<file path="config.mk">
export PLATFORM = sky130hd
export DESIGN_NAME = cpu_status_core_control
export DESIGN_NICKNAME = d
export VERILOG_FILES = /design/src/inc/cpu_ctrl_pkg.sv /design/src/hdl/cpu_status_core_control.sv
export SDC_FILE = /design/constraint.sdc
export NUM_CORES = 1
export LEC_CHECK = 0
export ABC_AREA = 1
export BUFFER_PORTS_ARGS = -buffer_cell sky130_fd_sc_hd__buf_2
export CAP_MARGIN = 20
export CELL_PAD_IN_SITES_DETAIL_PLACEMENT = 2
export CELL_PAD_IN_SITES_GLOBAL_PLACEMENT = 2
export CORE_UTILIZATION = 29
export CTS_CLUSTER_DIAMETER = 100
export CTS_CLUSTER_SIZE = 30
export DETAILED_ROUTE_END_ITERATION = 12
export MAX_ROUTING_LAYER = met4
export PLACE_DENSITY_LB_ADDON = 0.1
export SYNTH_ARGS = -nofsm -noshare
export SYNTH_HDL_FRONTEND = slang
export SYNTH_SLANG_ARGS = --single-unit
</file>
<file path="constraint.sdc">
create_clock -name sys_clk -period 6.3 [get_ports sys_clk]
set_input_delay 0.315 -clock sys_clk [delete_from_list [all_inputs] [get_ports sys_clk]]
set_output_delay 0.315 -clock sys_clk [all_outputs]
set_load 0.01 [all_outputs]
</file>
<file path="src/inc/cpu_ctrl_pkg.sv">
// Purpose: constants, field layout and carrier types of the cpu status and core control bank
// Assumes: one core clock, synchronous active-high reset, apb register access
// Notes:   byte offsets and the info word layout are fixed here and used everywhere else
`default_nettype none
package cpu_ctrl_pkg;
    localparam int          ADDR_W        = 12;
    localparam int          DATA_W        = 32;
    localparam logic [11:0] OFF_STATUS    = 12'h000;
    localparam logic [11:0] OFF_CORE      = 12'h004;
    localparam logic [11:0] OFF_PAGE      = 12'h008;
    localparam logic [11:0] OFF_INFO      = 12'h00C;
    // status word bit positions
    localparam int ST_OA   = 15;
    localparam int ST_OB   = 14;
    localparam int ST_SA   = 13;
    localparam int ST_SB   = 12;
    localparam int ST_OAB  = 11;
    localparam int ST_SAB  = 10;
    localparam int ST_DA   = 9;
    localparam int ST_DC   = 8;
    localparam int ST_IPL  = 5;
    localparam int ST_RA   = 4;
    localparam int ST_N    = 3;
    localparam int ST_OV   = 2;
    localparam int ST_Z    = 1;
    localparam int ST_C    = 0;
    // core control bit positions
    localparam int CC_US     = 12;
    localparam int CC_EDT    = 11;
    localparam int CC_DL     = 8;
    localparam int CC_ACC_A_SAT_ENABLE   = 7;
    localparam int CC_ACC_B_SAT_ENABLE   = 6;
    localparam int CC_DSP_WRITE_SAT_ENABLE  = 5;
    localparam int CC_SUPER_SAT_SELECT = 4;
    localparam int CC_CPU_PRIORITY_MSB   = 3;
    localparam int CC_PSV    = 2;
    localparam int CC_RND    = 1;
    localparam int CC_IF     = 0;
    // reset values
    localparam logic [15:0] RST_STATUS = 16'h0000;
    localparam logic [15:0] RST_CORE   = 16'h0020;
    localparam logic [7:0]  RST_PAGE   = 8'h00;
    // core geometry
    localparam int          PC_W       = 23;
    localparam int          INSTR_W    = 24;
    localparam int          NUM_WREG   = 16;
    localparam int          WREG_W     = 16;
    localparam int          ACC_W      = 40;
    localparam int          SHIFT_MAX  = 16;
    localparam int          MUL_W      = 17;
    localparam int          PAGE_W     = 8;
    localparam int          WIN_OFF_W  = 15;
    localparam logic [7:0]  INFO_FLAGS = 8'h07;
    localparam logic [2:0]  IPL_TOP    = 3'h7;

    typedef struct packed {
        logic updC;
        logic updZ;
        logic updN;
        logic updOv;
        logic updDc;
        logic zSticky;
        logic carry;
        logic zero;
        logic neg;
        logic ovf;
        logic halfCarry;
    } alu_flags_s;
endpackage
`default_nettype wire

</file>
<file path="src/hdl/cpu_status_core_control.sv">
// Purpose: cpu status word, core control word, window page and core info registers, with
//          the shared multiplier, barrel shifter and data-to-program window mapping they steer
// Assumes: all core-side inputs come from logic on sys_clk; apb slave with no wait states
// Notes:   hardware flag updates win over a software write in the same cycle
`timescale 1ns/1ps
`default_nettype none
// Operation
// - program counter is 23 bits, instruction words are 24 bits
// - all instructions single cycle except flow changes, double-word move, table access
// - sixteen 16-bit working registers; the last is the stack pointer
// - 40-bit barrel shifter moves up to 16 places either way in one cycle
// - with window on, upper 32 Kbytes of data map to program space via page
// - accumulator overflow flags at bits 15 and 14 track overflow, read only
// - sticky saturation flags at bits 13 and 12; software clears, never sets
// - combined sticky flag readable, clearable; clearing it clears both accumulator flags
// - block loop active flag reads 1 while a counted loop runs
// - half carry at bit 8 captures low nibble or 8th-bit carry
// - priority is bit 3 of control over status bits 7-5; high half disables interrupts
// - priority status bits become read only while nesting disable is set
// - repeat active flag at bit 4 reads 1 during a repeat loop
// - negative flag at bit 3 follows sign of affecting result
// - overflow flag at bit 2 marks signed two's complement overflow
// - zero flag cleared by non-zero result, otherwise keeps its set state
// - carry flag at bit 0 records msb carry-out, borrow for subtraction
// - data-space write saturation enable resets to 1, clearing disables it
// - one 17x17 single-cycle multiplier serves alu and dsp, any operand signs
// - block and repeat loops have no overhead and accept interrupts any iteration
// - multiply-accumulate fetches x and y operands in the same cycle
// - modulo addressing in x and y spaces; bit-reversed in x only
// - combined overflow flag is always the or of both accumulator overflows
// - control bit selects signed or unsigned dsp multiplies
// - control bit selects fractional or integer dsp multiplies
// - control bit selects biased or convergent rounding; here the bit is only stored and read back, nothing rounds
module cpu_status_core_control
    import cpu_ctrl_pkg::*;
#(
    parameter int WIN_ADDR_W = 16
) (
    input  wire logic                          sys_clk,
    input  wire logic                          srst,
    input  wire logic                          psel,
    input  wire logic                          penable,
    input  wire logic                          pwrite,
    input  wire logic [cpu_ctrl_pkg::ADDR_W-1:0] paddr,
    input  wire logic [cpu_ctrl_pkg::DATA_W-1:0] pwdata,
    output var  logic [cpu_ctrl_pkg::DATA_W-1:0] prdata,
    output logic                               pready,
    output logic                               pslverr,
    input  wire cpu_ctrl_pkg::alu_flags_s      aluFlags,
    input  wire logic                          accAOverflow,
    input  wire logic                          accBOverflow,
    input  wire logic                          accASatEvent,
    input  wire logic                          accBSatEvent,
    input  wire logic                          blockLoopBusy,
    input  wire logic                          repeatLoopBusy,
    input  wire logic [2:0]                    loopDepthIn,
    input  wire logic                          nestingDisable,
    input  wire logic                          priorityLoad,
    input  wire logic [3:0]                    priorityIn,
    input  wire logic [WIN_ADDR_W-1:0]         dataAddr,
    input  wire logic                          mulMcuMode,
    input  wire logic                          mcuSignA,
    input  wire logic                          mcuSignB,
    input  wire logic [cpu_ctrl_pkg::WREG_W-1:0] mulOpA,
    input  wire logic [cpu_ctrl_pkg::WREG_W-1:0] mulOpB,
    input  wire logic [cpu_ctrl_pkg::ACC_W-1:0]  shiftIn,
    input  wire logic                          shiftLeft,
    input  wire logic [4:0]                    shiftAmt,
    output var  logic [15:0]                   statusWord,
    output var  logic [15:0]                   coreControl,
    output logic [3:0]                         cpuPriority,
    output logic                               userIntDisabled,
    output var  logic                          earlyLoopExit,
    output logic                               progSpaceHit,
    output logic [cpu_ctrl_pkg::PC_W-1:0]      progAddr,
    output var  logic [cpu_ctrl_pkg::ACC_W-1:0]  mulProduct,
    output var  logic [cpu_ctrl_pkg::ACC_W-1:0]  shiftOut
);
    import cpu_ctrl_pkg::*;

    function automatic logic [ACC_W-1:0] barrel(input logic [ACC_W-1:0] v,
                                                input logic             left,
                                                input logic [4:0]       amt);
        logic [4:0] n;
        n = (amt > 5'(SHIFT_MAX)) ? 5'(SHIFT_MAX) : amt;
        return left ? (v << n) : ACC_W'($signed(v) >>> n);
    endfunction

    function automatic logic [MUL_W-1:0] extend(input logic [WREG_W-1:0] v, input logic sgn);
        return {sgn & v[WREG_W-1], v};
    endfunction

    // flags and fields held in flip-flops
    logic        oa_q, ob_q, sa_q, sb_q, da_q, ra_q;
    logic        dc_q, n_q, ov_q, z_q, c_q;
    logic [2:0]  ipl_q;
    logic        cpu_priority_msb_q;
    logic [2:0]  depth_q;
    logic [7:0]  ctrl_q;
    logic        us_q;
    logic [7:0]  page_q;
    logic        sa_d, sb_d, z_d;
    logic [31:0] rdData_q;

    // apb decode; no wait states, so access phase is also the completion edge
    wire         setup     = psel & ~penable;
    wire         access    = psel & penable;
    wire         hitStatus = (paddr == OFF_STATUS);
    wire         hitCore   = (paddr == OFF_CORE);
    wire         hitPage   = (paddr == OFF_PAGE);
    wire         hitInfo   = (paddr == OFF_INFO);
    wire         hitAny    = hitStatus | hitCore | hitPage | hitInfo;
    wire         wrStatus  = access & pwrite & hitStatus;
    wire         wrCore    = access & pwrite & hitCore;
    wire         wrPage    = access & pwrite & hitPage;
    wire  [15:0] wd        = pwdata[15:0];

    assign pready  = 1'b1;
    assign pslverr = access & ~hitAny;
    assign prdata  = rdData_q;

    wire  [31:0] infoWord = {INFO_FLAGS, 8'(NUM_WREG), 8'(INSTR_W), 8'(PC_W)};
    wire  [15:0] statusNow;
    wire  [15:0] coreNow;
    assign statusNow = {oa_q, ob_q, sa_q, sb_q, oa_q | ob_q, sa_q | sb_q, da_q, dc_q,
                        ipl_q, ra_q, n_q, ov_q, z_q, c_q};
    assign coreNow   = {3'h0, us_q, 1'b0, depth_q, ctrl_q[7:4], cpu_priority_msb_q, ctrl_q[2:0]};
    wire  [31:0] readMux = hitStatus ? {16'h0000, statusNow} :
                           hitCore   ? {16'h0000, coreNow}   :
                           hitPage   ? {24'h000000, page_q}  :
                           hitInfo   ? infoWord              : 32'h0000_0000;

    always_ff @(posedge sys_clk) begin
        if (srst) begin
            rdData_q <= 32'h0000_0000;
        end else if (setup) begin
            rdData_q <= readMux;
        end
    end

    // sticky saturation: a new event wins over a clear in the same cycle
    wire clrSab = wrStatus & ~wd[ST_SAB];
    assign sa_d = accASatEvent | (sa_q & ~(clrSab | (wrStatus & ~wd[ST_SA])));
    assign sb_d = accBSatEvent | (sb_q & ~(clrSab | (wrStatus & ~wd[ST_SB])));

    // sticky zero lets multi-precision ops keep a zero from earlier words
    assign z_d = aluFlags.updZ ? (aluFlags.zSticky ? (z_q & aluFlags.zero) : aluFlags.zero)
                               : (wrStatus ? wd[ST_Z] : z_q);

    always_ff @(posedge sys_clk) begin
        if (srst) begin
            {oa_q, ob_q, sa_q, sb_q, da_q, ra_q} <= 6'h00;
            {dc_q, n_q, ov_q, z_q, c_q}          <= RST_STATUS[4:0];
        end else begin
            oa_q <= accAOverflow;
            ob_q <= accBOverflow;
            sa_q <= sa_d;
            sb_q <= sb_d;
            da_q <= blockLoopBusy;
            ra_q <= repeatLoopBusy;
            dc_q <= aluFlags.updDc ? aluFlags.halfCarry : (wrStatus ? wd[ST_DC] : dc_q);
            n_q  <= aluFlags.updN  ? aluFlags.neg       : (wrStatus ? wd[ST_N]  : n_q);
            ov_q <= aluFlags.updOv ? aluFlags.ovf       : (wrStatus ? wd[ST_OV] : ov_q);
            z_q  <= z_d;
            c_q  <= aluFlags.updC  ? aluFlags.carry     : (wrStatus ? wd[ST_C]  : c_q);
        end
    end

    // priority: interrupt entry/return loads win; software writes bits 7-5 only when nesting allowed, clears the top bit any time
    wire iplSwWrite = wrStatus & ~nestingDisable;
    always_ff @(posedge sys_clk) begin
        if (srst) begin
            ipl_q  <= RST_STATUS[7:5];
            cpu_priority_msb_q <= RST_CORE[CC_CPU_PRIORITY_MSB];
        end else begin
            if (priorityLoad) begin
                ipl_q <= priorityIn[2:0];
            end else if (iplSwWrite) begin
                ipl_q <= wd[7:5];
            end
            // software may only clear the top priority bit
            cpu_priority_msb_q <= priorityLoad ? priorityIn[3] : (cpu_priority_msb_q & ~(wrCore & ~wd[CC_CPU_PRIORITY_MSB]));
        end
    end
    assign cpuPriority     = {cpu_priority_msb_q, ipl_q};
    assign userIntDisabled = cpu_priority_msb_q | (ipl_q == IPL_TOP);

    // control word; the early-exit bit is a write-one pulse and reads as zero
    always_ff @(posedge sys_clk) begin
        if (srst) begin
            ctrl_q        <= {RST_CORE[7:4], 1'b0, RST_CORE[2:0]};
            us_q          <= RST_CORE[CC_US];
            page_q        <= RST_PAGE;
            depth_q       <= 3'h0;
            earlyLoopExit <= 1'b0;
        end else begin
            if (wrCore) begin
                ctrl_q <= {wd[7:4], 1'b0, wd[2:0]};
                us_q   <= wd[CC_US];
            end
            if (wrPage) begin
                page_q <= pwdata[PAGE_W-1:0];
            end
            depth_q       <= loopDepthIn;
            earlyLoopExit <= wrCore & wd[CC_EDT] & blockLoopBusy;
        end
    end

    always_ff @(posedge sys_clk) begin
        if (srst) begin
            statusWord  <= RST_STATUS;
            coreControl <= RST_CORE;
        end else begin
            statusWord  <= statusNow;
            coreControl <= coreNow;
        end
    end

    // program-space window: top half of data space lands on a 16K-word page
    assign progSpaceHit = ctrl_q[CC_PSV] & dataAddr[WIN_ADDR_W-1];
    assign progAddr     = {page_q, dataAddr[WIN_OFF_W-1:0]};

    // shared multiplier: 17-bit operands make mixed sign and (-1)x(-1) exact
    wire             sgnA  = mulMcuMode ? mcuSignA : ~us_q;
    wire             sgnB  = mulMcuMode ? mcuSignB : ~us_q;
    wire [MUL_W-1:0] opA   = extend(mulOpA, sgnA);
    wire [MUL_W-1:0] opB   = extend(mulOpB, sgnB);
    wire [33:0]      prod  = 34'($signed(opA) * $signed(opB));
    wire             frac  = ~mulMcuMode & ~ctrl_q[CC_IF];
    wire [32:0]      prod33 = frac ? {prod[31:0], 1'b0} : prod[32:0];

    always_ff @(posedge sys_clk) begin
        if (srst) begin
            mulProduct <= '0;
            shiftOut   <= '0;
        end else begin
            mulProduct <= {{(ACC_W-33){prod33[32]}}, prod33};
            shiftOut   <= barrel(shiftIn, shiftLeft, shiftAmt);
        end
    end
endmodule
`default_nettype wire

</file>
==> impl_metrics.csv <==
group,metric,value,unit
drt,drc,0,
yosys,synth-seq-cells,153,
clocking,cts_max_path_buffers,2,
setup_path,crit_path_end_kind,"flop",
yosys,async_flop_share,0,
timing,slew-limit-headroom,0.2936,
yosys,synth_top_area_frac,0.2781,
floorplanning,floorplan.initialDensity,0.2925,
yosys,synth.most_common_cell,"sky130_fd_sc_hd__nand2_1",
yosys,synth.largest_area_cell,"sky130_fd_sc_hd__fa_1",
drt,drtIter0Drc,668,
clocking,h-tree-depth,4,
timing,slew_violations,0,
setup_path,startpoint_type_of_the_worst_setup_path,"flop",
grt,grt_util_all_layers,0.2471,
timing,min_period,5.964,ns
yosys,synth-main-ff-cell,"sky130_fd_sc_hd__dfxtp_1",
yosys,yosysWarningCount,0,
job,cap_viol_max_count,0,
setup_path,setup.worst_path.class,"reg2reg",
timing,hold_ws,0.06526,ns
min_path,worstHoldPathType,"in2reg",
yosys,synthesis.area,0.02088,mm^2
drt,drt-met1-wl,33.48,mm
placement,placement.cell_area,0.02310,mm^2
timing,tightestPinTransition,1.056,ns
grt,grt-ovfl-total,0,
setup_path,cp_data_required_time,6.61,ns
drt,routed_wirelength,85.82,mm
floorplanning,core.rowCount,98,
cells_and_area,final_util,0.3319,
timing,total_setup_violations_reported_at_the_end_of_the_flow,0,
grt,grt_first_pass_wirelength,135.5,mm
drt,wire_per_inst,20.40,um
placement,io_buffers,281,
clocking,postCtsSetupBuffers,0,
clocking,postCtsHoldBufs,0,
timing,hold_violations,0,
yosys,yosysUniqueCellTypes,47,
placement,dp_hpwl,72.69,mm
cells_and_area,drive_gt1_frac,0.1293,
clocking,worst_skew_pair.late_latency,0.45,ns
yosys,postSynthAreaPerCell,6.836,um^2
placement,final_replace_weighted_congestion,0.8893,
yosys,synth_cells,3054,
setup_path,critical_path.max_fanout,12,
floorplanning,x_dimension_of_the_die,270.3,um
timing,final.period_utilization,0.9467,
clocking,reg_clk_slew_reported_paths,0.08,ns
drt,post_drt_via_cell_ratio,4.768,
grt,grt_start_max_net_pins,107,
yosys,synth.area.top_cells,"sky130_fd_sc_hd__fa_1 28%, sky130_fd_sc_hd__nand2_1 16%, sky130_fd_sc_hd__dfxtp_1 15%",
timing,rsz0062_at_grt,"no",
floorplanning,floorplan_die_area,0.07306,mm^2
cells_and_area,design_area,0.02368,mm^2
drt,met3RoutedLength,1.314,mm
cells_and_area,area_growth,13.44,%
drt,detail-route-antenna-nets,0,
placement,dp.cells,4174,
timing,fmax,167.7,MHz
drt,detailroute.wirelength.met2,48.25,mm
drt,drtPass1Iterations,5,
yosys,synth_sequential_area_ratio,0.1467,
drt,routed-via-count,20061,
clocking,cts_made_buffers,17,
floorplanning,io_pins,348,
grt,initial_antenna_violation_count,1,
run_status,outcome,"complete, no violations",
clocking,clock-sinks,153,
floorplanning,core-area,0.07136,mm^2
cells_and_area,design.final.nets,3788,
timing,worst_clock_skew,0.01407,ns
yosys,synth_top_cells_by_count,"864 x sky130_fd_sc_hd__nand2_1, 641 x sky130_fd_sc_hd__inv_1, 290 x sky130_fd_sc_hd__fa_1",
cells_and_area,post_layout_nonfiller_instances,4207,
setup_path,worst-endpoint-arrival,6.28,ns
drt,dr.max_layer_used,"met4",
clocking,cts_root_buffer,"sky130_fd_sc_hd__clkbuf_16",
grt,first_global_vias,23147,
yosys,synth-edff-count,0,
clocking,cts_tree,"yes",
floorplanning,chipHeight,270.3,um
## worst paths after layout
check                              from                   endpoint  slack (ns)  cells after the start
setup reg to reg      us_q$_SDFFE_PP0P_  mulProduct[23]$_SDFF_PP0_        0.34                     23
hold reg to reg   depth_q[1]$_SDFF_PP0_  coreControl[9]$_SDFF_PP0_        0.44                      2
setup / recovery      us_q$_SDFFE_PP0P_  mulProduct[23]$_SDFF_PP0_        0.34                     23
hold / removal             accAOverflow            oa_q$_SDFF_PP0_        0.07                      3
## area by class of cell
cell class	instances	area, um^2
clock buffers	18	429.2
repair buffers	355	1987
fillers	8674	47680
well taps	950	1189
flip-flops and latches	153	3064
diodes	2	5.005
clock inverters	13	126.4
inverters	648	2435
multi-input cells	2068	14450
## worst max-delay path, stage by stage, from the launching register on
cell	delay, ns
sky130_fd_sc_hd__dfxtp_2	0.34
sky130_fd_sc_hd__nand2_1	0.13
sky130_fd_sc_hd__nand3_1	0.19
sky130_fd_sc_hd__buf_12	0.21
sky130_fd_sc_hd__or2_2	0.29
sky130_fd_sc_hd__fa_1	0.51
sky130_fd_sc_hd__fa_1	0.43
sky130_fd_sc_hd__fa_1	0.40
sky130_fd_sc_hd__fa_1	0.55
sky130_fd_sc_hd__fa_1	0.44
sky130_fd_sc_hd__fa_1	0.54
sky130_fd_sc_hd__inv_1	0.08
sky130_fd_sc_hd__ha_1	0.39
sky130_fd_sc_hd__nand2_1	0.14
sky130_fd_sc_hd__nor2_2	0.14
sky130_fd_sc_hd__inv_1	0.10
sky130_fd_sc_hd__nor3_2	0.16
sky130_fd_sc_hd__nand2_1	0.08
sky130_fd_sc_hd__nand2_1	0.14
sky130_fd_sc_hd__nand2_1	0.07
sky130_fd_sc_hd__nand2_1	0.07
sky130_fd_sc_hd__xnor2_1	0.19
sky130_fd_sc_hd__buf_4	0.18
sky130_fd_sc_hd__o21ai_0	0.07
## through the flow
stage               setup slack (ns)  TNS (ns)
CTS                         0.009449         0
floorplan                     0.3553         0
detailed placement           -0.1158   -0.4925
global route                 0.04329         0
finish                        0.3357         0
global placement             0.09608         0
## routing by layer
metal	track usage	up-vias
met5	-	-
met4	0.07508	0
met3	0.02009	104
met2	0.4828	274
met1	0.2596	10181
li1	-	9502
## logic make-up (layout without fill, tap and decap cells)
family / count (synthesis) / in the layout / share of synthesized area
buffers and inverters: 848 / 1034 / 0.1653
AO/OA/AOI/OAI: 393 / 393 / 0.1035
flip-flops: 153 / 153 / 0.1467
AND/OR/NAND/NOR: 1259 / 1259 / 0.2447
adder cells (fa/ha/maj): 373 / 373 / 0.3278
other: 2 / 19 / 0.0003597
XOR/XNOR: 15 / 15 / 0.006293
multiplexers: 11 / 11 / 0.005274
## registers in the layout, indices dropped and copies added (netlist names), 3 cells and up
name and count:
depth_q 3, ipl_q 3, ctrl_q 7, shiftOut 40, page_q 8, statusWord 16, coreControl 12, mulProduct 33
prdata 17
## what timing repair did
| action | CTS | global route |
|---|---|---|
| gates resized for setup | 1 | 9 |
| pin swaps | 0 | 3 |
| endpoints found under the setup margin | 2 | 14 |
## placed cells by master, fill, tap and decap left out, drive strengths merged, types with 3 or more instances in the layout
cell / instances
a21o: 6
nor4: 3
nor3: 11
nand3: 170
mux2i: 11
o21ai: 210
o21a: 3
xnor2: 9
or2: 17
and2: 4
a31oi: 3
a21oi: 104
o22ai: 21
o211ai: 27
conb: 17
ha: 83
xor2: 6
clkbuf: 18
dfxtp: 153
nand2: 866
buf: 355
fa: 290
nand3b: 10
nor2: 166
o221ai: 5
nand4: 12
o21bai: 6
inv: 657
Power is not shown: default switching activity piles up to over one toggle a cycle in this logic, so the estimate is an artifact.
